$ cat config.mk
export PLATFORM = sky130hd
export DESIGN_NAME = eimh_ext_io
export DESIGN_NICKNAME = d
export VERILOG_FILES = /design/src/rtl/eimh_pkg.sv /design/src/rtl/eimh_ext_io.sv /design/src/rtl/eimh_timer.sv
export SDC_FILE = /design/constraint.sdc
export NUM_CORES = 1
export LEC_CHECK = 0
export BUFFER_PORTS_ARGS = -buffer_cell sky130_fd_sc_hd__buf_2
export CORE_ASPECT_RATIO = 1.2
export CORE_UTILIZATION = 40
export CTS_CLUSTER_DIAMETER = 40
export CTS_CLUSTER_SIZE = 28
export DETAILED_ROUTE_END_ITERATION = 10
export GPL_ROUTABILITY_DRIVEN = 1
export PLACE_DENSITY_LB_ADDON = 0.2
export SETUP_SLACK_MARGIN = 0.2
export SYNTH_ARGS = -nofsm -noshare
export SYNTH_HDL_FRONTEND = slang
export SYNTH_HIERARCHICAL = 1
export SYNTH_SLANG_ARGS = --single-unit
$ cat constraint.sdc
create_clock -name ref_clk -period 4 [get_ports ref_clk]
set_input_delay 0.4 -clock ref_clk [delete_from_list [all_inputs] [get_ports ref_clk]]
set_output_delay 0.4 -clock ref_clk [all_outputs]
set_load 0.02 [all_outputs]
$ cat src/rtl/eimh_pkg.sv
package eimh_pkg;

    localparam int CLK_NS = 20;
    localparam int NS_PER_US = 1000;
    localparam int CYC_PER_US = NS_PER_US / CLK_NS;

    localparam int TW = 32;
    localparam int RW = 16;
    localparam int AW = 8;
    localparam int DW = 32;

    // Times in microseconds, CAL_SECOND_S in seconds
    localparam int RISE_DIS_US = 10000;
    localparam int RISE_HIZ_US = 1000;
    localparam int FALL_DIS_US = 10000;
    localparam int CC_WINDOW_US = 3000;
    localparam int CC_TIME_US = 2300;
    localparam int CC_DELAY_MAX_US = CC_WINDOW_US - CC_TIME_US;
    localparam int COMP_EXTRA_US = 400;
    localparam int VCALC_EXTRA_US = 1000;
    localparam int JUDGE_SETUP_US = 70;
    localparam int INT_MEASURE_TRIGGER_IN_US = 40000;
    localparam int CAL_SECOND_S = 300;
    localparam int US_PER_S = 1000000;
    localparam int CAL_SECOND_US = CAL_SECOND_S * US_PER_S;
    localparam int CAL_RUN_US = 1000;

    // Register map
    localparam logic [AW-1:0] REG_CTRL = 8'h00;
    localparam logic [AW-1:0] REG_CC_DELAY = 8'h04;
    localparam logic [AW-1:0] REG_DELAY = 8'h08;
    localparam logic [AW-1:0] REG_MEAS = 8'h0C;
    localparam logic [AW-1:0] REG_COMP = 8'h10;
    localparam logic [AW-1:0] REG_STATUS = 8'h14;

    // Control fields
    localparam int CTRL_W = 7;
    localparam int CTRL_SINK = 0;
    localparam int CTRL_MODE = 1;
    localparam int CTRL_DISCH = 3;
    localparam int CTRL_VCALC = 4;
    localparam int CTRL_CCEN = 5;
    localparam int CTRL_DISP = 6;
    localparam logic [CTRL_W-1:0] CTRL_RST = 7'h6A;

    localparam logic [1:0] MODE_INT = 2'h0;
    localparam logic [1:0] MODE_EXT = 2'h1;
    localparam logic [1:0] MODE_SEQ = 2'h2;

    // Logical output vector positions
    localparam int NOUT = 11;
    localparam int O_ACQ = 0;
    localparam int O_MDONE = 1;
    localparam int O_CC = 2;
    localparam int O_VCHK = 3;
    localparam int O_HI = 4;
    localparam int O_IN = 5;
    localparam int O_LO = 6;
    localparam int O_PASS = 7;
    localparam int O_FAIL = 8;
    localparam int O_ERR = 9;
    localparam int O_VON = 10;

    localparam int ST_SHIFT = 16;
    localparam int ST_W = 4;

    typedef enum {
        ST_BOOT, ST_CAL, ST_IDLE, ST_CCDLY, ST_CCRUN, ST_DELAY,
        ST_MEAS, ST_COMP, ST_SETUP, ST_INTWAIT
    } eimh_state_t;

endpackage

$ cat src/rtl/eimh_ext_io.sv
`timescale 1ns/100ps
`default_nettype none
module eimh_ext_io
    import eimh_pkg::*;
#(
    parameter int CYC_US = CYC_PER_US,
    parameter int CAL_SECOND_US_P = CAL_SECOND_US,
    parameter int CAL_RUN_US_P = CAL_RUN_US
) (
    // Clock and reset
    input wire logic ref_clk,
    input wire logic nrst,
    // Register port
    input wire logic [AW-1:0] regAddr,
    input wire logic [DW-1:0] regWdata,
    input wire logic regWr,
    input wire logic regRd,
    output logic [DW-1:0] regRdata,
    // Control inputs from the external controller
    input wire logic startIn,
    input wire logic stopIn,
    input wire logic measureTriggerIn,
    // Results from the analogue measurement core
    input wire logic contactOkIn,
    input wire logic voltOkIn,
    input wire logic cmpHiIn,
    input wire logic cmpInIn,
    input wire logic cmpLoIn,
    input wire logic measErrIn,
    // Analogue control
    output logic voltageDriveOut,
    output logic dischargeOut,
    output logic calRunOut,
    // Output terminals, electrical level
    output logic acqDoneOut,
    output logic measurementDoneOut,
    output logic contactPassOut,
    output logic voltCheckPassOut,
    output logic judgeHiOut,
    output logic judgeInOut,
    output logic judgeLoOut,
    output logic judgePassOut,
    output logic judgeFailOut,
    output logic measErrOut,
    output logic voltOnOut
);
    eimh_state_t state_r, state_nxt;
    logic [CTRL_W-1:0] ctrl_r, ctrl_nxt;
    logic [RW-1:0] ccDly_r, ccDly_nxt, dly_r, dly_nxt;
    logic [RW-1:0] meas_r, meas_nxt, comp_r, comp_nxt;
    logic [DW-1:0] rdata_r, rdata_nxt;
    logic startD_r, stopD_r, trigD_r;
    logic acq_r, acq_nxt, md_r, md_nxt, cc_r, cc_nxt, vck_r, vck_nxt;
    logic hi_r, hi_nxt, in_r, in_nxt, lo_r, lo_nxt;
    logic pass_r, pass_nxt, fail_r, fail_nxt, err_r, err_nxt;
    logic seqPend_r, seqPend_nxt, calDue_r, calDue_nxt;
    logic calArmed_r, calArmed_nxt;
    logic vDrive_r, vDrive_nxt, vOn_r, vOn_nxt, vFall_r, vFall_nxt;
    logic [NOUT-1:0] outLog, pinLvl_r;
    logic startEdge, stopEdge, trigEdge, trigGo, seqEnd;
    logic seqLoad, seqBusy, vLoad, vBusy, calLoad, calBusy;
    logic [TW-1:0] seqLoadUs, vLoadUs, ccDlyEff;
    logic [1:0] mode;
    logic disch, ccEn;

    assign mode = ctrl_r[CTRL_MODE +: 2];
    assign disch = ctrl_r[CTRL_DISCH];
    assign ccEn = ctrl_r[CTRL_CCEN];
    assign startEdge = startIn & ~startD_r;
    assign stopEdge = stopIn & ~stopD_r;
    assign trigEdge = measureTriggerIn & ~trigD_r;
    // Longer delays would push the contact result past its window
    assign ccDlyEff = (ccDly_r > RW'(CC_DELAY_MAX_US)) ?
        TW'(CC_DELAY_MAX_US) : TW'(ccDly_r);

    eimh_timer #(.W(TW), .CYC_US(CYC_US)) seqTimer (
        .ref_clk(ref_clk), .nrst(nrst), .load(seqLoad),
        .loadUs(seqLoadUs), .busy(seqBusy)
    );
    eimh_timer #(.W(TW), .CYC_US(CYC_US)) voltTimer (
        .ref_clk(ref_clk), .nrst(nrst), .load(vLoad),
        .loadUs(vLoadUs), .busy(vBusy)
    );
    eimh_timer #(.W(TW), .CYC_US(CYC_US)) calTimer (
        .ref_clk(ref_clk), .nrst(nrst), .load(calLoad),
        .loadUs(TW'(CAL_SECOND_US_P)), .busy(calBusy)
    );

    // Trigger source per mode; only taken while idle
    always_comb begin
        case (mode)
            MODE_EXT: trigGo = trigEdge;
            MODE_SEQ: trigGo = seqPend_r & vOn_r;
            MODE_INT: trigGo = 1'b1;
            default: trigGo = 1'b0;
        endcase
    end

    // Measurement sequencer
    always_comb begin
        state_nxt = state_r;
        seqLoad = 1'b0;
        seqLoadUs = '0;
        seqEnd = 1'b0;
        calLoad = 1'b0;
        acq_nxt = acq_r;
        md_nxt = md_r;
        cc_nxt = cc_r;
        vck_nxt = vck_r;
        hi_nxt = hi_r;
        in_nxt = in_r;
        lo_nxt = lo_r;
        pass_nxt = pass_r;
        fail_nxt = fail_r;
        err_nxt = err_r;
        calDue_nxt = calDue_r;
        calArmed_nxt = calArmed_r;
        seqPend_nxt = seqPend_r;
        if (mode == MODE_SEQ && startEdge) begin
            seqPend_nxt = 1'b1;
        end
        if (stopEdge || mode != MODE_SEQ) begin
            seqPend_nxt = 1'b0;
        end
        if (calArmed_r && !calBusy) begin
            calDue_nxt = 1'b1;
            calArmed_nxt = 1'b0;
        end
        case (state_r)
            ST_BOOT: begin
                seqLoad = 1'b1;
                seqLoadUs = TW'(CAL_RUN_US_P);
                calLoad = 1'b1;
                calArmed_nxt = 1'b1;
                state_nxt = ST_CAL;
            end
            ST_CAL: begin
                if (!seqBusy) begin
                    acq_nxt = 1'b1;
                    md_nxt = 1'b1;
                    state_nxt = ST_IDLE;
                end
            end
            ST_IDLE: begin
                if (calDue_r) begin
                    calDue_nxt = 1'b0;
                    seqLoad = 1'b1;
                    seqLoadUs = TW'(CAL_RUN_US_P);
                    state_nxt = ST_CAL;
                end else if (trigGo) begin
                    acq_nxt = 1'b0;
                    md_nxt = 1'b0;
                    seqPend_nxt = 1'b0;
                    seqLoad = 1'b1;
                    // Internal trigger has no contact-check delay
                    seqLoadUs = (ccEn && mode != MODE_INT) ?
                        ccDlyEff : '0;
                    state_nxt = ST_CCDLY;
                end
            end
            ST_CCDLY: begin
                if (!seqBusy) begin
                    seqLoad = 1'b1;
                    seqLoadUs = ccEn ? TW'(CC_TIME_US) : '0;
                    state_nxt = ST_CCRUN;
                end
            end
            ST_CCRUN: begin
                if (!seqBusy) begin
                    cc_nxt = ccEn & contactOkIn;
                    seqLoad = 1'b1;
                    seqLoadUs = TW'(dly_r);
                    state_nxt = ST_DELAY;
                end
            end
            ST_DELAY: begin
                if (!seqBusy) begin
                    seqLoad = 1'b1;
                    seqLoadUs = TW'(meas_r);
                    state_nxt = ST_MEAS;
                end
            end
            ST_MEAS: begin
                if (!seqBusy) begin
                    acq_nxt = 1'b1;
                    seqLoad = 1'b1;
                    // Judgment setup is carved out of the allowed total
                    seqLoadUs = TW'(comp_r) +
                        TW'(COMP_EXTRA_US - JUDGE_SETUP_US) +
                        (ctrl_r[CTRL_VCALC] ? TW'(VCALC_EXTRA_US) : '0);
                    state_nxt = ST_COMP;
                end
            end
            ST_COMP: begin
                if (!seqBusy) begin
                    hi_nxt = cmpHiIn;
                    in_nxt = cmpInIn;
                    lo_nxt = cmpLoIn;
                    err_nxt = measErrIn;
                    vck_nxt = voltOkIn;
                    pass_nxt = ~measErrIn & cmpInIn;
                    fail_nxt = ~measErrIn & ~cmpInIn;
                    seqLoad = 1'b1;
                    seqLoadUs = TW'(JUDGE_SETUP_US);
                    state_nxt = ST_SETUP;
                end
            end
            ST_SETUP: begin
                if (!seqBusy) begin
                    md_nxt = 1'b1;
                    seqEnd = (mode == MODE_SEQ);
                    if (mode == MODE_INT) begin
                        seqLoad = 1'b1;
                        seqLoadUs = TW'(INT_MEASURE_TRIGGER_IN_US);
                        state_nxt = ST_INTWAIT;
                    end else begin
                        state_nxt = ST_IDLE;
                    end
                end
            end
            ST_INTWAIT: begin
                if (!seqBusy || mode != MODE_INT) begin
                    state_nxt = ST_IDLE;
                end
            end
            default: state_nxt = ST_IDLE;
        endcase
    end

    // Test voltage control; stop wins over a simultaneous start
    always_comb begin
        vDrive_nxt = vDrive_r;
        vOn_nxt = vOn_r;
        vFall_nxt = vFall_r;
        vLoad = 1'b0;
        vLoadUs = '0;
        if (stopEdge || seqEnd) begin
            vDrive_nxt = 1'b0;
            vOn_nxt = 1'b0;
            vFall_nxt = disch;
            vLoad = 1'b1;
            vLoadUs = disch ? TW'(FALL_DIS_US) : '0;
        end else if (startEdge && !vDrive_r) begin
            vDrive_nxt = 1'b1;
            vOn_nxt = 1'b0;
            vFall_nxt = 1'b0;
            vLoad = 1'b1;
            vLoadUs = disch ? TW'(RISE_DIS_US) : TW'(RISE_HIZ_US);
        end else if (!vBusy) begin
            vOn_nxt = vDrive_r;
            vFall_nxt = 1'b0;
        end
    end

    // Register port
    always_comb begin
        ctrl_nxt = ctrl_r;
        ccDly_nxt = ccDly_r;
        dly_nxt = dly_r;
        meas_nxt = meas_r;
        comp_nxt = comp_r;
        rdata_nxt = '0;
        if (regWr) begin
            case (regAddr)
                REG_CTRL: ctrl_nxt = regWdata[CTRL_W-1:0];
                REG_CC_DELAY: ccDly_nxt = regWdata[RW-1:0];
                REG_DELAY: dly_nxt = regWdata[RW-1:0];
                REG_MEAS: meas_nxt = regWdata[RW-1:0];
                REG_COMP: comp_nxt = regWdata[RW-1:0];
                default: ;
            endcase
        end
        if (regRd) begin
            case (regAddr)
                REG_CTRL: rdata_nxt = DW'(ctrl_r);
                REG_CC_DELAY: rdata_nxt = DW'(ccDly_r);
                REG_DELAY: rdata_nxt = DW'(dly_r);
                REG_MEAS: rdata_nxt = DW'(meas_r);
                REG_COMP: rdata_nxt = DW'(comp_r);
                REG_STATUS: rdata_nxt = DW'({vFall_r, vDrive_r,
                    calRunOut, outLog}) |
                    (DW'(ST_W'(state_r)) << ST_SHIFT);
                default: rdata_nxt = '0;
            endcase
        end
    end

    always_comb begin
        outLog = '0;
        outLog[O_ACQ] = acq_r;
        outLog[O_MDONE] = md_r;
        outLog[O_CC] = cc_r;
        outLog[O_VCHK] = vck_r;
        outLog[O_HI] = hi_r;
        outLog[O_IN] = in_r;
        outLog[O_LO] = lo_r;
        outLog[O_PASS] = pass_r;
        outLog[O_FAIL] = fail_r;
        outLog[O_ERR] = err_r;
        outLog[O_VON] = vOn_r;
    end

    // Pin levels follow the selected polarity, one flop per terminal
    genvar gi;
    generate
        for (gi = 0; gi < NOUT; gi++) begin : gPin
            always_ff @(posedge ref_clk or negedge nrst) begin
                if (!nrst) begin
                    pinLvl_r[gi] <= 1'b0;
                end else begin
                    pinLvl_r[gi] <= outLog[gi] ^ ctrl_r[CTRL_SINK];
                end
            end
        end
    endgenerate

    always_ff @(posedge ref_clk or negedge nrst) begin
        if (!nrst) begin
            state_r <= ST_BOOT;
            ctrl_r <= CTRL_RST;
            ccDly_r <= '0;
            dly_r <= '0;
            meas_r <= '0;
            comp_r <= '0;
            rdata_r <= '0;
            startD_r <= 1'b0;
            stopD_r <= 1'b0;
            trigD_r <= 1'b0;
            acq_r <= 1'b0;
            md_r <= 1'b0;
            cc_r <= 1'b0;
            vck_r <= 1'b0;
            hi_r <= 1'b0;
            in_r <= 1'b0;
            lo_r <= 1'b0;
            pass_r <= 1'b0;
            fail_r <= 1'b0;
            err_r <= 1'b0;
            seqPend_r <= 1'b0;
            calDue_r <= 1'b0;
            calArmed_r <= 1'b0;
            vDrive_r <= 1'b0;
            vOn_r <= 1'b0;
            vFall_r <= 1'b0;
        end else begin
            state_r <= state_nxt;
            ctrl_r <= ctrl_nxt;
            ccDly_r <= ccDly_nxt;
            dly_r <= dly_nxt;
            meas_r <= meas_nxt;
            comp_r <= comp_nxt;
            rdata_r <= rdata_nxt;
            startD_r <= startIn;
            stopD_r <= stopIn;
            trigD_r <= measureTriggerIn;
            acq_r <= acq_nxt;
            md_r <= md_nxt;
            cc_r <= cc_nxt;
            vck_r <= vck_nxt;
            hi_r <= hi_nxt;
            in_r <= in_nxt;
            lo_r <= lo_nxt;
            pass_r <= pass_nxt;
            fail_r <= fail_nxt;
            err_r <= err_nxt;
            seqPend_r <= seqPend_nxt;
            calDue_r <= calDue_nxt;
            calArmed_r <= calArmed_nxt;
            vDrive_r <= vDrive_nxt;
            vOn_r <= vOn_nxt;
            vFall_r <= vFall_nxt;
        end
    end

    assign regRdata = rdata_r;
    assign voltageDriveOut = vDrive_r;
    assign dischargeOut = vFall_r;
    assign calRunOut = (state_r == ST_CAL);
    assign acqDoneOut = pinLvl_r[O_ACQ];
    assign measurementDoneOut = pinLvl_r[O_MDONE];
    assign contactPassOut = pinLvl_r[O_CC];
    assign voltCheckPassOut = pinLvl_r[O_VCHK];
    assign judgeHiOut = pinLvl_r[O_HI];
    assign judgeInOut = pinLvl_r[O_IN];
    assign judgeLoOut = pinLvl_r[O_LO];
    assign judgePassOut = pinLvl_r[O_PASS];
    assign judgeFailOut = pinLvl_r[O_FAIL];
    assign measErrOut = pinLvl_r[O_ERR];
    assign voltOnOut = pinLvl_r[O_VON];
endmodule
`default_nettype wire

$ cat src/rtl/eimh_timer.sv
`timescale 1ns/100ps
`default_nettype none
module eimh_timer #(
    parameter int W = 32,
    parameter int CYC_US = 50
) (
    // Clock and reset
    input wire logic ref_clk,
    input wire logic nrst,
    // Load and status
    input wire logic load,
    input wire logic [W-1:0] loadUs,
    output logic busy
);
    localparam int PW = $clog2(CYC_US + 1);
    localparam logic [PW-1:0] PRE_LAST = PW'(CYC_US - 1);

    logic [PW-1:0] pre_r, pre_nxt;
    logic [W-1:0] cnt_r, cnt_nxt;

    // Prescaler restarts on load so a stage lasts exactly N microseconds
    always_comb begin
        pre_nxt = pre_r;
        cnt_nxt = cnt_r;
        if (load) begin
            pre_nxt = '0;
            cnt_nxt = loadUs;
        end else if (cnt_r != '0) begin
            if (pre_r == PRE_LAST) begin
                pre_nxt = '0;
                cnt_nxt = cnt_r - 1'b1;
            end else begin
                pre_nxt = pre_r + 1'b1;
            end
        end
    end

    always_ff @(posedge ref_clk or negedge nrst) begin
        if (!nrst) begin
            pre_r <= '0;
            cnt_r <= '0;
        end else begin
            pre_r <= pre_nxt;
            cnt_r <= cnt_nxt;
        end
    end

    // Busy drops in the cycle of the last tick, else each stage runs long
    assign busy = (cnt_r != '0) && !(cnt_r == W'(1) && pre_r == PRE_LAST);
endmodule
`default_nettype wire

==> results.cfg <==
[outcome]
outcome = finished, final reports clean

[sta]
max-slew-margin-rel = 0.3957
max_freq_mhz = 278.5
fin_skew_ns = 0.02129
hold_viol_final = 0
min_period_ns = 3.590
rsz0062_at_grt = false
fin_crit_sh = 0.8975
drv_slew = 0
tightest_slew_ns = 0.9036
tns_ns = 0
setup_viol = 0

[clocking]
htreeDepth = 2
cts.sinks = 239
clock_latency_ns = 0.54
cts_resized = 0
post_cts_buffers = 0
cts_tree = yes
holdBufCountCts = 2
path_clk_slew_ns = 0.05
cts_buffers = 40
cts_buffer_depth = 3
root_buffer = clkbuf_16

[critical_path]
critPathSlowestCell = or4_4
slowest_delay_ns = 0.57
crit_type = flip-flop to flip-flop
rr_startpoint = seqTimer/cnt_r[8]
path_delay_family = simple AND/OR/NAND/NOR gates
start_kind = flip-flop
crit_buf_inv = 1
cp_max_fo = 38
cp.depth = 10
crit_chain = or4_4 -> nor2_1 -> nand4_1 -> or3_1 -> o31ai_1 -> a221o_1 -> buf_4 -> nor2_1 -> and4_1 -> or3_1
critPathArrivalTime_ns = 4.00
r2r_slack_ns = 0.41
reg2reg_to = seqTimer/cnt_r[31]
cp-end-kind = flip-flop
worstPathRequired_ns = 4.41
reg2reg_depth = 10

[hold_path]
hold_depth = 1
hold_end = startD_r
min_from = startIn
hold_class = primary input to flip-flop

[floorplan]
fp.dieW_microns = 172.9
rows = 74
start_util = 0.4091
core_sq_um = 34260
die_y_microns = 207.0
dieArea_sq_um = 35790
io_pins = 99

[power]
p_per_area_nw_per_um2 = 472.8
p_leak_nw = 6.882
p_int_mw = 5.346
net-switching-power_mw = 2.426
ir_drop_uv = 274.3
pwr-share-seq = 0.388
p_sw_frac = 0.3122
power.share.clock = 0.447
share_comb_of_total_power = 0.164

[yosys]
synth_cells = 1461
synth_edf_count = 0
synth_cell_type_count = 85
yosys_warnings = 6
ys_seq_elements = 239
synthArstFlopShare = 1.000
synth_ff_type = dfrtp_1
yosysSeqAreaShare = 0.4271
synthesis.area_sq_um = 14010
ys_top_cells_by_area = dfrtp_1, mux2_2, or4_1, nor2_1, nand2_1
synth_top_area_frac = 0.4196
synth.largest_area_cell = dfrtp_1
syn_area_per_cell_sq_um = 9.592

[cells_and_area]
layout-drive-gt1-share = 0.1900
multiInputGateArea_sq_um = 7671
layout_commonest_cell = dfrtp_1
antennaDiodeCount = 0
final-seq-area_sq_um = 5986
nets = 1673
fillers = 3264
area_growth_pct = 17.31
most-common-layout-cells = dfrtp_1, nor2_1, nand2_1
fin_area_sq_um = 16440

[grt]
grt_usage = 0.2195
busiest_layer = met2
gr-total-overflow = 0
grtUsageMet3 = 0.03359
antenna_found_initial = 3
grt_pass1_wl_microns = 63310
grtUsageMet2 = 0.3813
grt_max_degree = 111
grt_pass1_vias = 11630
gr-usage-met1 = 0.2738

[place]
place.gp.congestion = 0.9142
place_hpwl_microns = 27410
place_area_sq_um = 15060
io_buffer_count = 82

[routing]
dr_total_vias = 11950
firstDrtPassIters = 8
drc = 0
wl_per_cell_microns = 18.78
drt_wl_total_microns = 39110
drt_iter0_drc = 1078
viasPerCell = 5.737
drtAntennaViolNets = 0

[run]
maxCapViolCount = 0
-- synth_stat cells (7+ instances only) --
cell / instances
inv_1: 42
o211ai_1: 23
nor4_1: 24
o22ai_1: 8
nand4b_1: 7
nand3_1: 49
xor2_1: 21
o21ai_0: 60
a31oi_1: 51
or3_1: 56
or2_2: 12
or4_4: 7
o311ai_1: 10
mux2_2: 71
nor2b_1: 8
ha_1: 26
buf_4: 20
xnor2_1: 15
nor3_1: 30
nand2b_1: 10
mux4_2: 7
mux2_1: 10
a21oi_1: 48
nand4_1: 19
mux2i_1: 19
buf_1: 7
a221oi_1: 8
dfrtp_1: 235
o31ai_1: 36
or4_1: 67
nor2_1: 129
and2_1: 9
buf_2: 12
clkbuf_1: 50
nand2_1: 108
a22oi_1: 20
o21ai_1: 8
-- routing by layer --
metal,share of wire,wire length [microns]
met1,0.42,16560
met2,0.51,19820
met3,0.035,1375
met4,0.034,1311
met5,0.0010,40
-- power groups by stage --
stage	logic, mW	clock network (mW)	registers, mW
finish	1.28	3.48	3.02
floorplan	1.00	0	2.91
detailed placement	1.28	0	3.05
CTS	1.29	3.55	3.01
global placement	1.25	0	3.04
global route	1.44	3.66	3.06
-- metrics by stage --
| step | std cells | setup slack [ns] | util | total power, mW | hold WS [ns] |
|---|---|---|---|---|---|
| 6_report | 2082 | 0.4099 | 0.4799 | 7.772 | 0.02993 |
| 3_5_place_dp | 2006 | 0.4511 | 0.4396 | 4.329 | 0.4754 |
| 2_1_floorplan | 1529 | 0.4969 | - | 3.907 | 0.1044 |
| 3_3_place_gp | 2006 | 0.4831 | 0.4396 | 4.288 | 0.4609 |
| 4_1_cts | 2082 | 0.4191 | 0.4799 | 7.853 | 0.0002687 |
| 5_1_grt | 2082 | 0.2213 | 0.4799 | 8.154 | 0.01847 |
-- registers in the layout, indices dropped and copies added, names as in the netlist, 7 cells and up --
name / count
seqTimer/cnt_r: 32
calTimer/cnt_r: 32
comp_r: 16
dly_r: 16
ctrl_r: 7
meas_r: 16
regRdata: 20
ccDly_r: 16
voltTimer/cnt_r: 32
-- layout make-up --
class | instances | area share
Clock buffer | 47 | 0.06500
Clock inverter | 27 | 0.01781
Inverter | 44 | 0.01005
Multi-Input combinational cell | 1154 | 0.4666
Sequential cell | 239 | 0.3641
Tap cell | 456 | 0.03471
Timing Repair Buffer | 115 | 0.04171
-- worst max path at each step --
stage / from / to / slack [ns]
CTS: seqTimer/cnt_r[8] / seqTimer/cnt_r[31] / 0.42
global placement: seqTimer/cnt_r[8] / seqTimer/cnt_r[31] / 0.48
floorplan: seqTimer/cnt_r[22] / voltTimer/cnt_r[15] / 0.50
detailed placement: seqTimer/cnt_r[8] / seqTimer/cnt_r[31] / 0.45
global route: seqTimer/cnt_r[8] / seqTimer/cnt_r[31] / 0.22
finish: seqTimer/cnt_r[8] / seqTimer/cnt_r[31] / 0.41
-- cells by family (layout without fill, tap and decap cells) --
group                      Yosys count  in the layout  share of synthesized area
and+or+nand+nor                    585            585                     0.2348
AOI/OAI and AO/OA                  330            330                     0.1574
DFF                                239            239                     0.4271
buffers and inverters              136            233                    0.04446
muxes                              107            107                    0.08991
xor gates and xnor gates            36             36                    0.02250
adders and majority gates           26             26                    0.02321
other                                2             70                  0.0005359
Power figures use the tool's default switching activity.
